## src/hw/ssb_pkg.sv

```systemverilog
// package: settings byte map, field positions, reset values and decoded setting types
package ssb_pkg;

  // --------------------------------------------------------------------
  // settings byte indices
  // --------------------------------------------------------------------
  localparam logic [5:0] IDX_FIRST_ANALOG = 6'h01;
  localparam logic [5:0] IDX_SECOND_ANALOG = 6'h02;
  localparam logic [5:0] IDX_LOGIC = 6'h03;
  localparam logic [5:0] IDX_LOGIC_MASK = 6'h04;
  localparam logic [5:0] IDX_TRIGGER = 6'h05;
  localparam logic [5:0] IDX_CURSOR = 6'h06;
  localparam logic [5:0] IDX_DISPLAY = 6'h07;
  localparam logic [5:0] IDX_SPECTRUM = 6'h08;
  localparam logic [5:0] IDX_SWEEP = 6'h09;
  localparam logic [5:0] IDX_SNIFFER = 6'h0a;
  localparam logic [5:0] IDX_STATUS = 6'h0b;
  localparam logic [5:0] IDX_SETTINGS_LAST = 6'h2b;
  localparam logic [5:0] ACQ_AUTO_BELOW = 6'h0e;
  localparam logic [5:0] GEN_AUTO_ABOVE = 6'h22;

  // --------------------------------------------------------------------
  // reset values
  // --------------------------------------------------------------------
  localparam logic [7:0] SSB_RST_BYTE = 8'h00;
  localparam logic [3:0] SSB_RST_FLAGS = 4'h0;
  localparam logic [1:0] SSB_RST_METER = 2'h0;

  // --------------------------------------------------------------------
  // field positions, one or two lines per byte
  // --------------------------------------------------------------------
  localparam int unsigned AN_ON = 0, AN_INV = 4, AN_AVG = 5, AN_MATH = 6, AN_SUB = 7;
  localparam int unsigned LG_ON = 0, LG_PULL = 1, LG_PUP = 2, LG_LOW = 3, LG_INV = 4, LG_SER = 5, LG_PAR = 6;
  localparam int unsigned LG_ASCII = 7;
  localparam int unsigned TR_NORM = 0, TR_SINGLE = 1, TR_AUTO = 2, TR_DIR = 3, TR_ROUND = 4;
  localparam int unsigned TR_SLOPE = 5, TR_WIN = 6, TR_EDGE = 7;
  localparam int unsigned CU_ROLL = 0, CU_AUTO = 1, CU_TRACK = 2, CU_HFIRST = 3, CU_HSECOND = 4;
  localparam int unsigned CU_VERT = 5, CU_REF = 6, CU_SINGLE = 7;
  localparam int unsigned DI_GRID_LO = 0, DI_ELASTIC = 2, DI_INV = 3, DI_FLIP = 4, DI_PERSIST = 5;
  localparam int unsigned DI_LINE = 6, DI_SHOW = 7;
  localparam int unsigned SP_HAMMING = 0, SP_HANN = 1, SP_BLACKMAN = 2, SP_LOG = 3, SP_IQ = 4;
  localparam int unsigned SP_SCOPE = 5, SP_XY = 6, SP_SPECTRUM = 7;
  localparam int unsigned SW_ACC_DIR = 0, SW_ACC = 1, SW_DIR = 2, SW_PINGPONG = 3, SW_FREQ = 4;
  localparam int unsigned SW_AMP = 5, SW_OFFSET = 6, SW_DUTY = 7;
  localparam int unsigned SN_BAUD_LO = 0, SN_LEN_LO = 3, SN_OPT_A = 5, SN_OPT_B = 6, SN_OPT_C = 7;
  localparam int unsigned ST_EXIT = 0, ST_UPD_GEN = 1, ST_UPD_ACQ = 2, ST_SNIFF = 3;
  localparam int unsigned ST_STOPPED = 4, ST_TRIGGERED = 5, ST_METER_LO = 6;

  // --------------------------------------------------------------------
  // decoded choices
  // --------------------------------------------------------------------
  typedef enum logic [1:0] {
    GRID_NONE = 2'b00, GRID_DOTS = 2'b01, GRID_FOLLOW = 2'b10, GRID_FULL = 2'b11
  } ssb_grid_type;
  typedef enum logic [1:0] {
    METER_FREQ = 2'b00, METER_VDC = 2'b01, METER_VPP = 2'b10, METER_PULSES = 2'b11
  } ssb_meter_type;
  typedef enum logic [2:0] {
    BAUD_1200 = 3'b000, BAUD_2400 = 3'b001, BAUD_4800 = 3'b010, BAUD_9600 = 3'b011,
    BAUD_19200 = 3'b100, BAUD_38400 = 3'b101, BAUD_57600 = 3'b110, BAUD_115200 = 3'b111
  } ssb_baud_type;
  typedef enum logic [1:0] {
    LEN_5 = 2'b00, LEN_6 = 2'b01, LEN_7 = 2'b10, LEN_8 = 2'b11
  } ssb_len_type;

  // decoded view of every bitfield, index 0 is the first analog channel
  typedef struct packed {
    logic [1:0] ch_on, ch_invert, ch_average, math_en, math_subtract;
    logic logic_on, pull_en, pull_up, thick_low, logic_invert, serial_decode, parallel_decode, ascii_sniff;
    logic trig_normal, trig_single, trig_auto, trig_dir, round_sniff, trig_slope, trig_window, trig_edge;
    logic trig_dual_edge;
    logic roll, auto_cursors, track_cursors, hcursor_first, hcursor_second, vcursor, ref_wave, single_capture;
    ssb_grid_type grid;
    logic elastic, disp_invert, flip, persist, line_draw, show_settings;
    logic win_hamming, win_hann, win_blackman, vlog, iq_view, view_scope, view_xy, view_spectrum, view_meter;
    logic accel_dir, accel_sweep, sweep_dir, ping_pong, sweep_freq, sweep_amp, sweep_offset, sweep_duty;
    ssb_baud_type baud;
    ssb_len_type data_len;
    logic parity_en, parity_odd, two_stop, ss_invert, clk_polarity, clock_phase_select;
    logic exit_trigger, update_generator, update_acquisition, enter_sniffer;
    ssb_meter_type meter;
  } ssb_cfg_type;

endpackage : ssb_pkg

```

## src/hw/ssb_settings_bitfields.sv

```systemverilog
// module: byte-wide settings store with bitfield decode and status flags
module ssb_settings_bitfields
  import ssb_pkg::*;
(
  input wire logic ref_clk,
  input wire logic rst,
  input wire logic wr_en,
  input wire logic [5:0] wr_index,
  input wire logic [7:0] wr_data,
  input wire logic [5:0] rd_index,
  output logic [7:0] rd_data,
  input wire logic exit_trigger_done,
  input wire logic gen_update_done,
  input wire logic acq_update_done,
  input wire logic sniffer_entered,
  input wire logic scope_stopped,
  input wire logic scope_triggered,
  output ssb_cfg_type cfg
);

  // --------------------------------------------------------------------
  // storage
  // --------------------------------------------------------------------
  logic [7:0] bytes_ff [IDX_FIRST_ANALOG:IDX_SNIFFER]; // plain bitfield bytes
  logic [3:0] flags_ff; // request flags, status bits 3:0
  logic [3:0] nxt_flags;
  logic [3:0] flag_set; // hardware or host sets
  logic [3:0] flag_clr; // acknowledges from the engines
  logic [1:0] meter_ff; // status bits 7:6
  logic [7:0] rd_data_ff;
  logic [7:0] nxt_rd_data;
  ssb_cfg_type cfg_ff;
  ssb_cfg_type nxt_cfg;
  // the registered decode costs a cycle of latency but keeps every setting glitch free
  logic wr_ok; // write inside the 44 byte settings space
  logic status_wr;
  logic acq_auto;
  logic gen_auto;

  // indices past the last settings byte are ignored entirely
  assign wr_ok = wr_en && (wr_index <= IDX_SETTINGS_LAST);
  assign status_wr = wr_ok && (wr_index == IDX_STATUS);
  assign acq_auto = wr_ok && (wr_index < ACQ_AUTO_BELOW);
  assign gen_auto = wr_ok && (wr_index > GEN_AUTO_ABOVE);

  // --------------------------------------------------------------------
  // byte writes
  // --------------------------------------------------------------------
  // one register per bitfield byte; the logic mask byte rides along as a plain byte
  // index 0 and 12 to 43 are not stored here; writes to 0, 12, 13 and 35 to 43 only raise update flags, writes to 14 to 34 do nothing
  for (genvar k = int'(IDX_FIRST_ANALOG); k <= int'(IDX_SNIFFER); k++) begin : g_byte
    always_ff @(posedge ref_clk or posedge rst) begin
      if (rst) begin
        bytes_ff[k] <= SSB_RST_BYTE;
      end else if (wr_ok && (wr_index == 6'(k))) begin
        bytes_ff[k] <= wr_data;
      end
    end
  end

  // --------------------------------------------------------------------
  // status request flags
  // --------------------------------------------------------------------
  // a set in the same cycle as an acknowledge wins, so no request is lost
  // a done pulse with no pending flag is harmless
  always_comb begin
    flag_set = status_wr ? wr_data[3:0] : 4'h0;
    flag_set[ST_UPD_ACQ] = flag_set[ST_UPD_ACQ] | acq_auto;
    flag_set[ST_UPD_GEN] = flag_set[ST_UPD_GEN] | gen_auto;
    flag_clr = 4'h0;
    flag_clr[ST_EXIT] = exit_trigger_done;
    flag_clr[ST_UPD_GEN] = gen_update_done;
    flag_clr[ST_UPD_ACQ] = acq_update_done;
    flag_clr[ST_SNIFF] = sniffer_entered;
    // a host write of the status byte overrides the held flags, zeros included, except update acquisition, which the write always sets
    nxt_flags = flag_set | (status_wr ? 4'h0 : (flags_ff & ~flag_clr));
  end

  // flags hold until the engine that serves them acknowledges or a host status write replaces them
  always_ff @(posedge ref_clk or posedge rst) begin
    if (rst) begin
      flags_ff <= SSB_RST_FLAGS;
    end else begin
      flags_ff <= nxt_flags;
    end
  end

  // meter function bits are plain host settings
  // bits 5:4 of a status write are ignored, those bits are live
  always_ff @(posedge ref_clk or posedge rst) begin
    if (rst) begin
      meter_ff <= SSB_RST_METER;
    end else if (status_wr) begin
      meter_ff <= wr_data[ST_METER_LO +: 2];
    end
  end

  // --------------------------------------------------------------------
  // read back
  // --------------------------------------------------------------------
  // stopped and triggered come live from the scope core, not from storage
  // unmapped indices, 0 and 12 upward, read back as zero
  always_comb begin
    nxt_rd_data = 8'h00;
    if (rd_index == IDX_STATUS) begin
      nxt_rd_data = {meter_ff, scope_triggered, scope_stopped, flags_ff};
    end else if ((rd_index >= IDX_FIRST_ANALOG) && (rd_index <= IDX_SNIFFER)) begin
      nxt_rd_data = bytes_ff[rd_index];
    end
  end

  // registered read, one cycle after the index
  always_ff @(posedge ref_clk or posedge rst) begin
    if (rst) begin
      rd_data_ff <= SSB_RST_BYTE;
    end else begin
      rd_data_ff <= nxt_rd_data;
    end
  end
  assign rd_data = rd_data_ff;

  // --------------------------------------------------------------------
  // bitfield decode
  // --------------------------------------------------------------------
  // decode is registered so every setting output leaves a flop
  always_comb begin
    nxt_cfg = '0;
    // analog channels; bits 1 to 3 are reserved and decode to nothing
    for (int c = 0; c < 2; c++) begin
      nxt_cfg.ch_on[c] = bytes_ff[int'(IDX_FIRST_ANALOG) + c][AN_ON];
      nxt_cfg.ch_invert[c] = bytes_ff[int'(IDX_FIRST_ANALOG) + c][AN_INV];
      nxt_cfg.ch_average[c] = bytes_ff[int'(IDX_FIRST_ANALOG) + c][AN_AVG];
      nxt_cfg.math_en[c] = bytes_ff[int'(IDX_FIRST_ANALOG) + c][AN_MATH];
      nxt_cfg.math_subtract[c] = bytes_ff[int'(IDX_FIRST_ANALOG) + c][AN_SUB];
    end
    // logic inputs
    nxt_cfg.logic_on = bytes_ff[IDX_LOGIC][LG_ON];
    nxt_cfg.pull_en = bytes_ff[IDX_LOGIC][LG_PULL];
    nxt_cfg.pull_up = bytes_ff[IDX_LOGIC][LG_PUP];
    nxt_cfg.thick_low = bytes_ff[IDX_LOGIC][LG_LOW];
    nxt_cfg.logic_invert = bytes_ff[IDX_LOGIC][LG_INV];
    nxt_cfg.serial_decode = bytes_ff[IDX_LOGIC][LG_SER];
    nxt_cfg.parallel_decode = bytes_ff[IDX_LOGIC][LG_PAR];
    nxt_cfg.ascii_sniff = bytes_ff[IDX_LOGIC][LG_ASCII];
    // trigger; single without normal is passed through, the host must not send it
    nxt_cfg.trig_normal = bytes_ff[IDX_TRIGGER][TR_NORM];
    nxt_cfg.trig_single = bytes_ff[IDX_TRIGGER][TR_SINGLE];
    nxt_cfg.trig_auto = bytes_ff[IDX_TRIGGER][TR_AUTO];
    nxt_cfg.trig_dir = bytes_ff[IDX_TRIGGER][TR_DIR];
    nxt_cfg.round_sniff = bytes_ff[IDX_TRIGGER][TR_ROUND];
    nxt_cfg.trig_slope = bytes_ff[IDX_TRIGGER][TR_SLOPE];
    nxt_cfg.trig_window = bytes_ff[IDX_TRIGGER][TR_WIN];
    nxt_cfg.trig_edge = bytes_ff[IDX_TRIGGER][TR_EDGE];
    nxt_cfg.trig_dual_edge = bytes_ff[IDX_TRIGGER][TR_EDGE:TR_SLOPE] == 3'h0;
    // cursors; both horizontal bits are not guarded, the host keeps them exclusive
    nxt_cfg.roll = bytes_ff[IDX_CURSOR][CU_ROLL];
    nxt_cfg.auto_cursors = bytes_ff[IDX_CURSOR][CU_AUTO];
    nxt_cfg.track_cursors = bytes_ff[IDX_CURSOR][CU_TRACK];
    nxt_cfg.hcursor_first = bytes_ff[IDX_CURSOR][CU_HFIRST];
    nxt_cfg.hcursor_second = bytes_ff[IDX_CURSOR][CU_HSECOND];
    nxt_cfg.vcursor = bytes_ff[IDX_CURSOR][CU_VERT];
    nxt_cfg.ref_wave = bytes_ff[IDX_CURSOR][CU_REF];
    nxt_cfg.single_capture = bytes_ff[IDX_CURSOR][CU_SINGLE];
    // display
    nxt_cfg.grid = ssb_grid_type'(bytes_ff[IDX_DISPLAY][DI_GRID_LO +: 2]);
    nxt_cfg.elastic = bytes_ff[IDX_DISPLAY][DI_ELASTIC];
    nxt_cfg.disp_invert = bytes_ff[IDX_DISPLAY][DI_INV];
    nxt_cfg.flip = bytes_ff[IDX_DISPLAY][DI_FLIP];
    nxt_cfg.persist = bytes_ff[IDX_DISPLAY][DI_PERSIST];
    nxt_cfg.line_draw = bytes_ff[IDX_DISPLAY][DI_LINE];
    nxt_cfg.show_settings = bytes_ff[IDX_DISPLAY][DI_SHOW];
    // spectrum windows are passed as stored; more than one is a host fault
    nxt_cfg.win_hamming = bytes_ff[IDX_SPECTRUM][SP_HAMMING];
    nxt_cfg.win_hann = bytes_ff[IDX_SPECTRUM][SP_HANN];
    nxt_cfg.win_blackman = bytes_ff[IDX_SPECTRUM][SP_BLACKMAN];
    nxt_cfg.vlog = bytes_ff[IDX_SPECTRUM][SP_LOG];
    nxt_cfg.iq_view = bytes_ff[IDX_SPECTRUM][SP_IQ];
    nxt_cfg.view_scope = bytes_ff[IDX_SPECTRUM][SP_SCOPE];
    nxt_cfg.view_xy = bytes_ff[IDX_SPECTRUM][SP_XY];
    nxt_cfg.view_spectrum = bytes_ff[IDX_SPECTRUM][SP_SPECTRUM];
    nxt_cfg.view_meter = bytes_ff[IDX_SPECTRUM][SP_SPECTRUM:SP_SCOPE] == 3'h0;
    // generator sweep
    nxt_cfg.accel_dir = bytes_ff[IDX_SWEEP][SW_ACC_DIR];
    nxt_cfg.accel_sweep = bytes_ff[IDX_SWEEP][SW_ACC];
    nxt_cfg.sweep_dir = bytes_ff[IDX_SWEEP][SW_DIR];
    nxt_cfg.ping_pong = bytes_ff[IDX_SWEEP][SW_PINGPONG];
    nxt_cfg.sweep_freq = bytes_ff[IDX_SWEEP][SW_FREQ];
    nxt_cfg.sweep_amp = bytes_ff[IDX_SWEEP][SW_AMP];
    nxt_cfg.sweep_offset = bytes_ff[IDX_SWEEP][SW_OFFSET];
    nxt_cfg.sweep_duty = bytes_ff[IDX_SWEEP][SW_DUTY];
    // sniffer; upper bits carry uart and spi meanings side by side
    nxt_cfg.baud = ssb_baud_type'(bytes_ff[IDX_SNIFFER][SN_BAUD_LO +: 3]);
    nxt_cfg.data_len = ssb_len_type'(bytes_ff[IDX_SNIFFER][SN_LEN_LO +: 2]);
    nxt_cfg.parity_en = bytes_ff[IDX_SNIFFER][SN_OPT_A];
    nxt_cfg.parity_odd = bytes_ff[IDX_SNIFFER][SN_OPT_B];
    nxt_cfg.two_stop = bytes_ff[IDX_SNIFFER][SN_OPT_C];
    nxt_cfg.ss_invert = bytes_ff[IDX_SNIFFER][SN_OPT_A];
    nxt_cfg.clk_polarity = bytes_ff[IDX_SNIFFER][SN_OPT_B];
    nxt_cfg.clock_phase_select = bytes_ff[IDX_SNIFFER][SN_OPT_C];
    // status requests and meter function
    nxt_cfg.exit_trigger = flags_ff[ST_EXIT];
    nxt_cfg.update_generator = flags_ff[ST_UPD_GEN];
    nxt_cfg.update_acquisition = flags_ff[ST_UPD_ACQ];
    nxt_cfg.enter_sniffer = flags_ff[ST_SNIFF];
    nxt_cfg.meter = ssb_meter_type'(meter_ff);
  end

  // decoded settings register
  always_ff @(posedge ref_clk or posedge rst) begin
    if (rst) begin
      cfg_ff <= '0;
      // zero bytes decode to dual edge and meter view, so reset shows the same
      cfg_ff.trig_dual_edge <= 1'h1;
      cfg_ff.view_meter <= 1'h1;
    end else begin
      cfg_ff <= nxt_cfg;
    end
  end
  assign cfg = cfg_ff;
endmodule : ssb_settings_bitfields

```

## config.mk

```make
export PLATFORM = sky130hd
export DESIGN_NAME = ssb_settings_bitfields
export DESIGN_NICKNAME = d
export VERILOG_FILES = /design/src/hw/ssb_pkg.sv /design/src/hw/ssb_settings_bitfields.sv
export SDC_FILE = /design/constraint.sdc
export NUM_CORES = 1
export LEC_CHECK = 0
export BUFFER_PORTS_ARGS = -buffer_cell sky130_fd_sc_hd__buf_4
export CORE_MARGIN = 3
export CORE_UTILIZATION = 59
export CTS_CLUSTER_SIZE = 16
export DETAILED_ROUTE_END_ITERATION = 16
export PLACE_DENSITY = 0.84
export SLEW_MARGIN = 10
export SYNTH_ARGS = -nofsm -noshare
export SYNTH_HDL_FRONTEND = slang
export SYNTH_SLANG_ARGS = --single-unit
```

## constraint.sdc

```tcl
create_clock -name ref_clk -period 13.3 [get_ports ref_clk]
set_input_delay 0.665 -clock ref_clk [delete_from_list [all_inputs] [get_ports ref_clk]]
set_output_delay 0.665 -clock ref_clk [all_outputs]
set_load 0.02 [all_outputs]
```

; ---- After elaboration in Yosys (flattened, before gate mapping)
; Index checks and enable logic that the tools add are counted.
; W data, S select, Z words.
[totals]
reg_bits = 168
inputBits = 29
out_inout_bits = 85
wordCells = 125
[classes]
magnitude_cmp = 6
n_eq_ne = 12
muxes = 7
bitwise = 6
n_reduce_logical = 17
[op_table]
columns = op, count
row1 = $bmux W8 S4, 1
row2 = $mux W8, 4
row3 = $eq A6 B4 Y1 const B, 5
row4 = $eq A6 B3 Y1 const B, 4
row5 = $logic_and A1 B1 Y1, 15
row6 = $eq A6 B2 Y1 const B, 2
row7 = $mux W4, 2
row8 = $ge A7 B5 Y1 const B, 1
row9 = $not A6 Y7, 1
row10 = $eq A6 B1 Y1 const B, 1
row11 = $ge A6 B1 Y1 const B, 1
row12 = $gt A6 B6 Y1 const B, 1
row13 = $le A6 B4 Y1 const B, 1
row14 = $le A6 B6 Y1 const B, 1
row15 = $logic_not A3 Y1, 2
row16 = $lt A6 B4 Y1 const B, 1
row17 = $and A4 B4 Y4, 1
row18 = $not A4 Y4, 1
row19 = $or A4 B4 Y4, 1
row20 = $or A1 B1 Y1, 2

; ---- Depth between registers and ports, before layout
; Gate-level depths: netlist of run 1.
[logic_depth]
ltp_word = 6
mapped_depth = 7
mapped_depth_nobuf = 4

; ---- Worst setup path before layout of run 1
; No wires, ideal clock.
[synth_timing]
path_type = input to register
from = input port wr_index[5]
to = register bytes_ff[24] in the netlist's numbering
setup_time_ns = 0.125
t_arrival_ns = 2.063
required_ns = 13.175
setup_slack_ns = 11.112
cell_stages = 6
path_buffers = 2
path_cell_list = or3b_1 > buf_2 > nor3b_4 > and2b_1 > buf_6 > mux2_2
[synth_between]
elab_chain_len = 3
word_cells_on_any_way = 4
cone_classes = order compare (1) / eq/ne (1) / reduce/logical (2)
[synth_lines]
columns = element, line_no
row1 = from (decl), ssb_settings_bitfields.sv:8  ; input wire logic [5:0] wr_index,
row2 = $le A6 B6 Y1, ssb_settings_bitfields.sv:41  ; assign wr_ok = wr_en && (wr_index <= IDX_SETTINGS_LAST);
row3 = $logic_and A1 B1 Y1, ssb_settings_bitfields.sv:41
row4 = $logic_and A1 B1 Y1 *, ssb_settings_bitfields.sv:55  ; end else if (wr_ok && (wr_index == 6'(k))) begin
row5 = "to (signal, indexed assignment)", ssb_settings_bitfields.sv:56  ; bytes_ff[k] <= wr_data;
row6 = to (decl), ssb_settings_bitfields.sv:24  ; logic [7:0] bytes_ff [IDX_FIRST_ANALOG:IDX_SNIFFER];
; Mark *: on every way between the ends. The rest lies on a longest branch, timed or not.
; A chain may end at the register's enable or synchronous reset.

; ---- Final worst setup path of run 1
[layout_timing]
from = input port wr_index[5]
to = register bytes_ff[29] in the netlist's numbering
; The elaborated chain is that of the path after synthesis.

==> results.txt, run 1 <==
- Result of the run: finished, final reports clean
- Warnings, synthesis: 0
* Clk slew on worst S/H paths: 0.06 ns
* Maximum number of pins on one net before global-route repair: 87
* DPL Wire Length: 9020 um
- The root buffer cell chosen for the clock tree is sky130_fd_sc_hd__clkbuf_8.
- Hold buffers post-CTS: 0
- The die covers 12000 sq um.
* Horizontal die dimension: 110 um
- Maximum clock frequency: 483 MHz
- After floorplanning, the core was sized to cover 10400 sq um.
- Starting utilization of the core area: 60.9%
- Later-pin clock latency in the skew report: 0.53 ns
- Final Net Count: 540
* Post-route antenna net violation count: 0
- Biggest fanout along the worst timing path: 8
* Power per unit of standard cell area: 164 nW/um^2
- Post-synth top area cell: sky130_fd_sc_hd__dfrtp_1
- Cell count after synthesis: 404
- Final Wtd Congestion: 0.836
- Static leakage power: 3.93 nW
- Global routing finished with a remaining overflow of 0.
- Min setup slack post-route: 11.23 ns
* Post-CTS setup buffer count: 0
- Global-route wire length before repair: 21400 um
- Most common cell in the synthesized netlist: sky130_fd_sc_hd__dfrtp_1
- The number of antenna violations at the first check in global routing came to 0.
- On the final layout, the worst clock skew is 0.00775 ns.
- Final Max Tran Viols: 0
- The worst-case IR drop observed on VDD is 82.5 uV.
- Number of setup violations in the final report: 0
* RSZ-0062 raised after global routing: false
* Post-synthesis cell area: 6350 sq um
* Vias/cell: 5.80
* Async set-or-reset flop fraction in the synthesized netlist: 100%
* Number of buffers added by the clock tree synthesis step: 17
* PostCTS Resize Cnt: 0
* Post-Route Setup TNS: 0 ns
- The clock passes through at most 2 buffers.
- Worst slew margin relative to its limit: 31.1%
- At the pin with the least slew margin, the transition time is 1.03 ns.
- The synthesized netlist contains 45 unique library cells.
* Share of the synthesized area in the top cell type: 65.4%
- The min-delay analysis places its worst path in the category input port to asynchronous set/reset pin.
* Count of input and output buffers: 113
- Count of boundary I/O pins: 114
- Top cell types by occurrence after synthesis: sky130_fd_sc_hd__dfrtp_1, sky130_fd_sc_hd__mux2_2, sky130_fd_sc_hd__mux2i_1
- The count of final hold-check violations came to 0.
- Critical path capture point type: flop
- The floorplan has 37 rows.
* Global-route usage over all layers: 24.5%
- Flip-flop cell with the highest count after synthesis: sky130_fd_sc_hd__dfrtp_1
* DR pass1 iterations: 5
- Cells with a size suffix above 1 make up 48.4% of the layout.
- The worst setup path is of the input port to flop kind.
- Number of storage elements in the synthesis netlist: 168
* Die outline height: 110 um
- Max-capacitance violation count: 0
* 1st-iter DRT viols: 221
- Of the available clock period, the critical path in the final layout requires 15.6%.
- Crit path required time: 13.71 ns
* Number of synthesized flops with an enable pin: 0
* Routed wire per std cell: 20.9 um
- The number of nets handed over by synthesis was 433.
- DRC: 0
- TritonCTS built the clock tree.
- Across all layers, the routed design uses 3825 vias.
- Top cells by area, synth: sky130_fd_sc_hd__dfrtp_1, sky130_fd_sc_hd__mux2_2, sky130_fd_sc_hd__mux2i_1, sky130_fd_sc_hd__a221o_1, sky130_fd_sc_hd__nand3b_1
- Seq/Total Area, Yosys: 66.3%
- Pre-CTS setup slack: 10.74 ns
- Averaged over all synthesized cells, the footprint is 15.7 sq um.
- The tightest hold path in the finished design has a slack of 0.241 ns.
- In this run the number of H-tree levels came out at 4.
- Total length of routed wires: 13800 um
* Clock Sinks: 168
* Via count of the first global-routing pass: 3923
* Inserted Diodes: 0
* Critical path startpoint category: input port
* Area Overhead vs Synth: 23.3%
- Time the final worst path needs with I/O delays and setup: 2.07 ns
* Worst EP arrival: 2.48 ns
[through the flow]
stage | instance area, sq um | utilization [%] | power [mW] | instances
6_report | 7830 | 75.2 | 1.29 | 659
5_1_grt | 7830 | 75.2 | 1.33 | 659
4_1_cts | 7830 | 75.2 | 1.29 | 659
3_5_place_dp | 7220 | 69.4 | 0.803 | 628
3_3_place_gp | 7220 | 69.4 | 0.796 | 628
2_1_floorplan | 6350 | - | 0.720 | 404
[layer usage]
layer	share of wire, %	GRT usage [%]	wire, um
met1	40	31.4	5480
met2	52	40.1	7140
met3	6.3	7.16	862
met4	2.1	8.64	285
met5	0	0	0
[worst max-delay path: stages]
cell	delay (ns)
sky130_fd_sc_hd__buf_4	0.11
sky130_fd_sc_hd__or3b_1	0.55
sky130_fd_sc_hd__nor3b_4	0.32
sky130_fd_sc_hd__and2b_1	0.43
sky130_fd_sc_hd__mux2_2	0.40
[registers in the layout, summed over array words and instances (netlist names)]
register / flops
bytes_ff: 80
cfg: 74
rd_data: 8
flags_ff: 4
meter_ff: 2
[layout make-up]
type                            count  area (sq um)
Sequential cell                   168          4210
Fill cell                         623          2590
Multi-Input combinational cell    207          1980
Timing Repair Buffer              114           856
Clock buffer                       21           459
Tap cell                          136           170
Clock inverter                     10           145
Inverter                            3          16.3
[cell usage in the layout, fill, tap and decap left out, types with 6 or more instances in the layout]
cell / instances
sky130_fd_sc_hd__o22ai_1: 8
sky130_fd_sc_hd__a221o_1: 7
sky130_fd_sc_hd__mux2_2: 89
sky130_fd_sc_hd__buf_4: 114
sky130_fd_sc_hd__nand3b_1: 9
sky130_fd_sc_hd__dfrtp_1: 166
sky130_fd_sc_hd__clkbuf_16: 16
sky130_fd_sc_hd__a221oi_1: 7
sky130_fd_sc_hd__o211a_1: 6
sky130_fd_sc_hd__nand2_2: 8
sky130_fd_sc_hd__mux2i_1: 21
sky130_fd_sc_hd__nor3_1: 10
[kinds of logic after synthesis]
logic type	Yosys count	share of synthesized area [%]
flops	168	66.3
buf+inv	29	2.62
mux	113	20.0
compound gates	38	4.93
simple gates	56	6.21
[final timing paths]
kind | slack [ns] | start | to | cells after the start
worst min-delay path | 0.24 | rst | bytes_ff[46] | 2
max in group asynchronous | 11.51 | rst | cfg[49] | 3
worst max register to register | 11.85 | bytes_ff[60] | rd_data[4] | 4
worst max-delay path | 11.23 | wr_index[5] | bytes_ff[29] | 5
min in group ref_clk | 0.35 | acq_update_done | flags_ff[2] | 2
worst min register to register | 0.39 | bytes_ff[56] | cfg[66] | 0
[power breakdown]
part / switching [mW] / internal (mW) / total, mW
clock network: 0.191 / 0.301 / 0.492
logic: 0.0965 / 0.0847 / 0.181
registers: 0.0381 / 0.576 / 0.614
total: 0.326 / 0.961 / 1.29
Power figures use the tool's default switching activity.
==> run 2, diff against run 1 <==
- CORE_UTILIZATION: 59 -> 55
- PLACE_DENSITY: 0.84 -> 0.79
- clock period: 13.3 -> 2.1 ns (I/O delays scaled with it)
==> run 2 against run 1 <==
Compared with the run above: final cell count grew 2.7%; clock power grew to 6.6 times the previous value; via count is essentially flat; clock skew shrank 0.0024 ns; global-route usage shrank 1.1 points; worst hold slack lost 0.23 ns; first-iteration DRC count grew 10%; sequential share of layout area shrank 1.2 points; sequential power grew to 6.3 times the previous value; sequential cell count is the same; die area grew 6.9%; wire length grew 4.1%; largest power group unchanged.
==> results.txt, run 2 (synthesized netlist as in run 1, its figures left out) <==
* Result of the run: finished, final reports clean (unchanged)
- Pre-CTS setup slack: 0.213 ns (was 10.74 ns)
- The static power due to leakage came to 4.04 nW (was 3.93 nW).
- Fin util: 72.3% (was 75.2%)
- Area Overhead vs Synth: 26.1% (was 23.3%)
- Vias after detailed routing: 3826 (was 3825)
* Number of logic stages on the critical path including buffering: 6 (was 5)
- The sequential standard cell area was 4210 sq um (unchanged).
* Antenna violations before repair: 0 (unchanged)
- The number of buffers inserted by port buffering came to 113 (unchanged).
- FF-to-FF setup slack: 0.61 ns (was 11.85 ns)
- Vias/cell: 5.65 (was 5.80)
- Number of buffers added by the clock tree synthesis step: 17 (unchanged)
- Total length of routed wires: 14300 um (was 13800 um)
- Commonest cells after routing, fill and taps aside: sky130_fd_sc_hd__dfrtp_1, sky130_fd_sc_hd__buf_4, sky130_fd_sc_hd__mux2_2, sky130_fd_sc_hd__mux2i_1, sky130_fd_sc_hd__clkbuf_16 (unchanged)
* Clock tree root driver cell: sky130_fd_sc_hd__clkbuf_16 (was sky130_fd_sc_hd__clkbuf_8)
* Final Net Count: 554 (was 540)
* Cell depth of the worst flop-to-flop path: 4 (unchanged)
- The routability-driven placement congestion ratio came to 0.808 (was 0.836).
- Later-pin clock latency in the skew report: 0.42 ns (was 0.53 ns)
- The register clock-pin slew on the reported worst setup and hold paths is 0.06 ns (about the same).
- Cell-by-cell listing of the critical path: dlygate4sd3_1 -> buf_4 -> or3b_1 -> nor3b_4 -> and2b_2 -> mux2_2 (was buf_4 -> or3b_1 -> nor3b_4 -> and2b_1 -> mux2_2).
* Global-route usage over all layers: 23.4% (was 24.5%)
* Post-Route Setup TNS: 0 ns (unchanged)
- Count of boundary I/O pins: 114 (unchanged)
- The area of the die is 12900 sq um (was 12000 sq um).
- The number of max-capacitance violations reported is 0 (unchanged).
- Clock H-tree levels: 4 (unchanged)
- The maximum clock skew at final layout came to 0.00539 ns (was 0.00775 ns).
- The actual slew at the worst max-slew pin was 0.470 ns (was 1.03 ns).
* Filler-free cell count of the finished design: 677 (was 659)
- Area of combinational cells with multiple inputs: 1980 sq um (about the same)
- The largest net degree at the start of global routing is 89 (was 87).
- The worst hold path class is input port to flop (was input port to asynchronous set/reset pin).
* Die outline height: 113 um (was 110 um)
- The cell row count was 38 (was 37).
* Slowest-stage cell, CP: sky130_fd_sc_hd__or3b_1 (unchanged)
- DPL Wire Length: 9380 um (was 9020 um)
- The worst hold path was traced through 3 stages.
- The setup slack of the critical path after layout came to 0.180 ns (was 11.23 ns).
* Final Max Tran Viols: 0 (unchanged)
* Global-route wire length before repair: 22700 um (was 21400 um)
* Maximum clock frequency: 521 MHz
- The peak supply drop was 565 uV (was 82.5 uV).
- The largest fanout on the critical path was 8 (unchanged).
* Via count of the first global-routing pass: 4139 (was 3923)
- Critical path startpoint category: input port (unchanged)
- Final cycle utilization of the critical path: 91.4%
- DR pass1 iterations: 4 (was 5)
- Final Hold Violating Endpoints: 0 (unchanged)
* Crit path required time: 2.40 ns (was 13.71 ns)
- The placed cell count was 640 (was 628).
- Layout cell share with drive strength beyond 1: 48.6% (was 48.4%)
* Most common library cell in the layout ignoring fill and taps: sky130_fd_sc_hd__dfrtp_1 (unchanged)
- The design area is 8010 sq um (was 7830 sq um).
- The highest cell delay on the worst timing path came to 0.54 ns (was 0.55 ns).
* Power per unit of standard cell area: 1040 nW/um^2 (was 164 nW/um^2)
* Worst EP arrival: 2.22 ns (was 2.48 ns)
* DRC: 0 (unchanged)
* Number of setup violations in the final report: 0 (unchanged)
* Critical path class: input port to flop (unchanged)
- The critical path endpoint category is a flop (unchanged).
* DP Area: 7310 sq um (was 7220 sq um)
* Time the final worst path needs with I/O delays and setup: 1.92 ns
* Post-route antenna net violation count: 0 (unchanged)
- The total core area came to 11100 sq um (was 10400 sq um).
* Register with the most flip-flops: bytes_ff (unchanged)
- Number of buffers and inverters on the critical path: 2 (was 1)
- The die span in x was 113 um (was 110 um).
* RSZ-0062 raised after global routing: false (unchanged)
- The filler cell count in the final layout is 707 (was 623).
- The number of flip-flops under the largest register name came to 80 (unchanged).
* Clock Tree Buf Depth: 2 (unchanged)
* Inserted Diodes: 0 (unchanged)
- Starting utilization of the core area: 57.3% (was 60.9%)
- The count of routing violations after the opening detailed-route iteration was 244 (was 221).
- Worst slew margin relative to its limit: 68.6% (was 31.1%)
* Top cell family by delay on the critical path: simple AND/OR/NAND/NOR gates (unchanged)
* CTS tree: yes (unchanged)
- The remaining global-route overflow is 0 (unchanged).
* Clock Sinks: 168 (unchanged)
- The routed length per placed instance is 21.2 um (was 20.9 um).
-- run 2: cell types whose count changed in the layout (fill, tap and decap cells not counted) --
cell                            change
sky130_fd_sc_hd__clkinv_4           -2
sky130_fd_sc_hd__and2b_1            -1
sky130_fd_sc_hd__dlygate4sd3_1      +6
sky130_fd_sc_hd__clkbuf_1           +1
sky130_fd_sc_hd__clkbuf_16          +1
sky130_fd_sc_hd__inv_6              -1
sky130_fd_sc_hd__buf_12             +2
sky130_fd_sc_hd__and2b_2            +1
sky130_fd_sc_hd__clkinvlp_4         -3
sky130_fd_sc_hd__buf_4              +6
sky130_fd_sc_hd__bufinv_16          +1
sky130_fd_sc_hd__clkinv_2           +3
-- run 2: where the power goes --
group	internal [mW]	total [mW]	switching, mW
Sequential	3.65	3.89	0.239
Clock	2.10	3.27	1.17
Combinational	0.555	1.17	0.611
Total	6.31	8.32	2.02
-- run 2: path summary, 6_finish.rpt --
path / endpoint / start
worst min register to register: cfg[67] / bytes_ff[79]
worst max register to register: rd_data[4] / bytes_ff[60]
worst max-delay path: bytes_ff[26] / wr_index[5]
max in group asynchronous: cfg[25] / rst
min in group asynchronous: cfg[51] / rst
worst min-delay path: flags_ff[0] / wr_data[0]
-- run 2: per-stage QoR --
step           hold slack, ns  total power, mW
6_report               0.0115             8.32
5_1_grt                0.0222             8.62
4_1_cts               0.00829             8.37
3_5_place_dp            0.295             5.10
3_3_place_gp            0.283             5.05
2_1_floorplan           0.218             4.56
-- run 2: routing by layer --
metal  vias up  routed length [um]  track usage [%]
li1       1700                   -                -
met1      1957                5640             31.2
met2       144                7350             38.0
met3        25                1000             5.36
met4         0                 341             8.65
met5         -                   0                0
-- run 2: worst min-delay path, cell delays in order --
cell and delay (ns):
sky130_fd_sc_hd__buf_4 0.16, sky130_fd_sc_hd__nand2_1 0.06, sky130_fd_sc_hd__o21ai_0 0.07
-- run 2: what timing repair did --
| item | in CTS | in global routing |
|---|---|---|
| resized for setup | 0 | 1 |
| setup endpoints to repair | 0 | 1 |
| endpoints found under the hold margin | 171 | 0 |
| buffers inserted | 0 | 0 |
| hold buffers | 6 | 0 |
-- run 2: final cells by class --
type                       instances  area share (%)
sequential                       168            52.5
inverter                           3           0.188
multi-input combinational        207            24.7
clock buffer                      23            6.10
timing repair buffer             128            12.5
tap                              140            2.19
clock inverter                     8            1.78
==> run 3, diff against run 2 <==
- CORE_ASPECT_RATIO: default -> 0.5
- CTS_CLUSTER_DIAMETER: default -> 150
==> run 3 against run 2 <==
Compared with the run above: worst hold slack improved by 0.0018 ns; total power decreased by 3.9%; design area decreased by 0.50%; sequential cell count unchanged; clock skew increased by 0.0024 ns; fmax decreased by 1.9%; largest cell class unchanged; largest power group unchanged.
==> results.txt, run 3 (synthesized netlist as in run 1, its figures left out) <==
- Result of the run: finished, final reports clean (unchanged).
- Worst-Margin Slew: 0.711 ns (was 0.470 ns)
- Top cell family by delay on the critical path: simple AND/OR/NAND/NOR gates (unchanged)
- Layout cell share with drive strength beyond 1: 48.9% (was 48.6%)
- Sum of internal, switching and leakage power: 8.00 mW (was 8.32 mW)
- Cell-by-cell listing of the critical path: dlygate4sd3_1 -> buf_4 -> or3b_1 -> nor3b_4 -> buf_4 -> nand2_2 -> mux2_2 (was dlygate4sd3_1 -> buf_4 -> or3b_1 -> nor3b_4 -> and2b_2 -> mux2_2)
- Final Max Tran Viols: 0 (unchanged)
- Number of setup violations in the final report: 0 (unchanged)
* Worst stage delay on the critical path: 0.55 ns (was 0.54 ns)
- Worst slew margin relative to its limit: 52.6% (was 68.6%)
* Min setup slack post-route: 0.144 ns (was 0.180 ns)
- DP Area: 7330 sq um (was 7310 sq um)
- Static leakage power: 4.00 nW (was 4.04 nW)
- The final setup TNS was 0 ns (unchanged).
* Commonest cells after routing, fill and taps aside: sky130_fd_sc_hd__dfrtp_1, sky130_fd_sc_hd__buf_4, sky130_fd_sc_hd__mux2_2, sky130_fd_sc_hd__mux2i_1, sky130_fd_sc_hd__clkbuf_16 (unchanged)
* Post-route antenna net violation count: 0 (unchanged)
- Filler-free cell count of the finished design: 683 (was 677)
- The most common cell after layout, fill and taps aside is sky130_fd_sc_hd__dfrtp_1 (unchanged).
* CTS tree: yes (unchanged)
* Clock tree root driver cell: sky130_fd_sc_hd__clkbuf_16 (unchanged)
* Vias/cell: 5.73 (was 5.65)
* Via count of the first global-routing pass: 3896 (was 4139)
- Critical path capture point type: flop (unchanged)
- The top-level I/O count was 114 (unchanged).
- The required time of the critical path came to 2.40 ns (about the same).
- The starting utilization of the core area was 57.1% (was 57.3%).
- Post-CTS setup buffer count: 0 (unchanged)
- Number of buffers added by the clock tree synthesis step: 17 (unchanged)
- Clk slew on worst S/H paths: 0.06 ns (about the same)
- Final Wtd Congestion: 0.884 (was 0.808)
- Inserted Diodes: 0 (unchanged)
- The total power divided by cell area is 1000 nW/um^2 (was 1040 nW/um^2).
* Core region area: 11100 sq um (about the same)
- Overall overflow remaining after global route: 0 (unchanged)
- Placed cells: 645 (was 640)
- DRC: 0 (unchanged)
- Row count: 27 (was 38)
- 1st-iter DRT viols: 324 (was 244)
- The utilization after layout was 71.7% (was 72.3%).
- The routed metal-1 wire length was 6390 um (was 5640 um).
- Worst clock skew on the final layout: 0.00783 ns (was 0.00539 ns)
- Count of input and output buffers: 113 (unchanged)
- The via total after detailed routing was 3914 (was 3826).
- The startpoint-to-endpoint class of the critical path was input port to flop (unchanged).
- Total length of routed wires: 14300 um (about the same)
- The worst hold path class is input port to flop (unchanged).
- Die outline height: 82.0 um (was 113 um)
* DPL Wire Length: 9550 um (was 9380 um)
* Flip-flop count of the largest register after layout: 80 (unchanged)
- Antenna violations before repair: 0 (unchanged)
- Top Layer Used: met4 (unchanged)
- The routed wire length on met2 came to 6670 um (was 7350 um).
* Global-route usage over all layers: 23.1% (was 23.4%)
- Most used cell, CP: sky130_fd_sc_hd__buf_4
- Area Overhead vs Synth: 25.5% (was 26.1%)
- The maximum clock path buffer count was 2 (unchanged).
- The count of final hold-check violations is 0 (unchanged).
- The area of the die came to 12900 sq um (about the same).
- Clock Sinks: 168 (unchanged)
* Pre-CTS setup slack: 0.209 ns (was 0.213 ns)
- Global-route wire length before repair: 21900 um (was 22700 um)
- Critical path startpoint category: input port (unchanged)
* Worst EP arrival: 2.26 ns (was 2.22 ns)
- The die span in x is 158 um (was 113 um).
* Maximum number of pins on one net before global-route repair: 56 (was 89)
- Biggest fanout along the worst timing path: 8 (unchanged)
* Maximum clock frequency: 511 MHz (was 521 MHz)
- The filler cell count in the final layout came to 709 (was 707).
- VDD IR max: 648 uV (was 565 uV)
- The most flop-heavy register is bytes_ff (unchanged).
* Time the final worst path needs with I/O delays and setup: 1.96 ns (was 1.92 ns)
- Finished Cell Area: 7970 sq um (was 8010 sq um)
- DR pass1 iterations: 5 (was 4)
- The critical path's slowest cell is sky130_fd_sc_hd__or3b_1 (unchanged).
- Number of buffers and inverters on the critical path: 3 (was 2)
- Clock H-tree levels: 4 (unchanged)
* Max-capacitance violation count: 0 (unchanged)
* Later-pin clock latency in the skew report: 0.42 ns (about the same)
- The routed length per placed instance was 20.9 um (was 21.2 um).
* Final Net Count: 555 (was 554)
- RSZ-0062 raised after global routing: false (unchanged)
- The post-route clock period utilization came to 93.2% (was 91.4%).
- The final hold slack was 0.0133 ns (was 0.0115 ns).
* Wire length on met3: 1030 um (was 1000 um)
[run 3: cell types whose count changed in the layout (fill, tap and decap cells not counted), sizes merged]
cell and change:
dlygate4sd3 +1, inv +3, clkinv +2, clkinvlp +3, bufinv -3, clkbuf -5
[run 3: worst paths after layout]
| check | from | to | slack (ns) | depth (start not counted) |
|---|---|---|---|---|
| worst min-delay path | wr_data[3] | flags_ff[3] | 0.01 | 3 |
| max in group asynchronous | rst | cfg[25] | 1.24 | 4 |
| worst min register to register | bytes_ff[12] | cfg[20] | 0.39 | 0 |
| min in group asynchronous | rst | cfg[43] | 0.24 | 3 |
| worst max register to register | bytes_ff[76] | rd_data[4] | 0.63 | 4 |
| worst max-delay path | wr_index[5] | bytes_ff[40] | 0.14 | 7 |
[run 3: metal layers]
layer | vias up | track usage, %
met3 | 26 | 6.58
met4 | 0 | 7.90
met2 | 151 | 34.6
met1 | 2029 | 32.9
li1 | 1708 | -
met5 | - | 0
[run 3: worst min-delay path, stage by stage]
cell	delay, ns
sky130_fd_sc_hd__buf_4	0.15
sky130_fd_sc_hd__nand2_1	0.06
sky130_fd_sc_hd__o21ai_0	0.07
[run 3: area by class of cell]
type	count	area (sq um)	area share (%)
Timing Repair Buffer	129	1020	12.8
Sequential cell	168	4210	52.8
Inverter	3	15.0	0.189
Clock inverter	13	123	1.54
Clock buffer	18	439	5.51
Multi-Input combinational cell	207	1980	24.8
Tap cell	145	181	2.28
[run 3: report_power, final]
group / internal [mW] / switching [mW] / leakage, nW
sequential: 3.65 / 0.232 / 2.23
clock: 1.67 / 1.28 / 0.265
combinational: 0.559 / 0.620 / 1.50
total: 5.87 / 2.13 / 4.00
[run 3: what timing repair did]
action	in CTS	in global routing
resized for setup	0	1
hold buffers	7	0
hold endpoints to repair	17	0
endpoints found under the setup margin	0	8
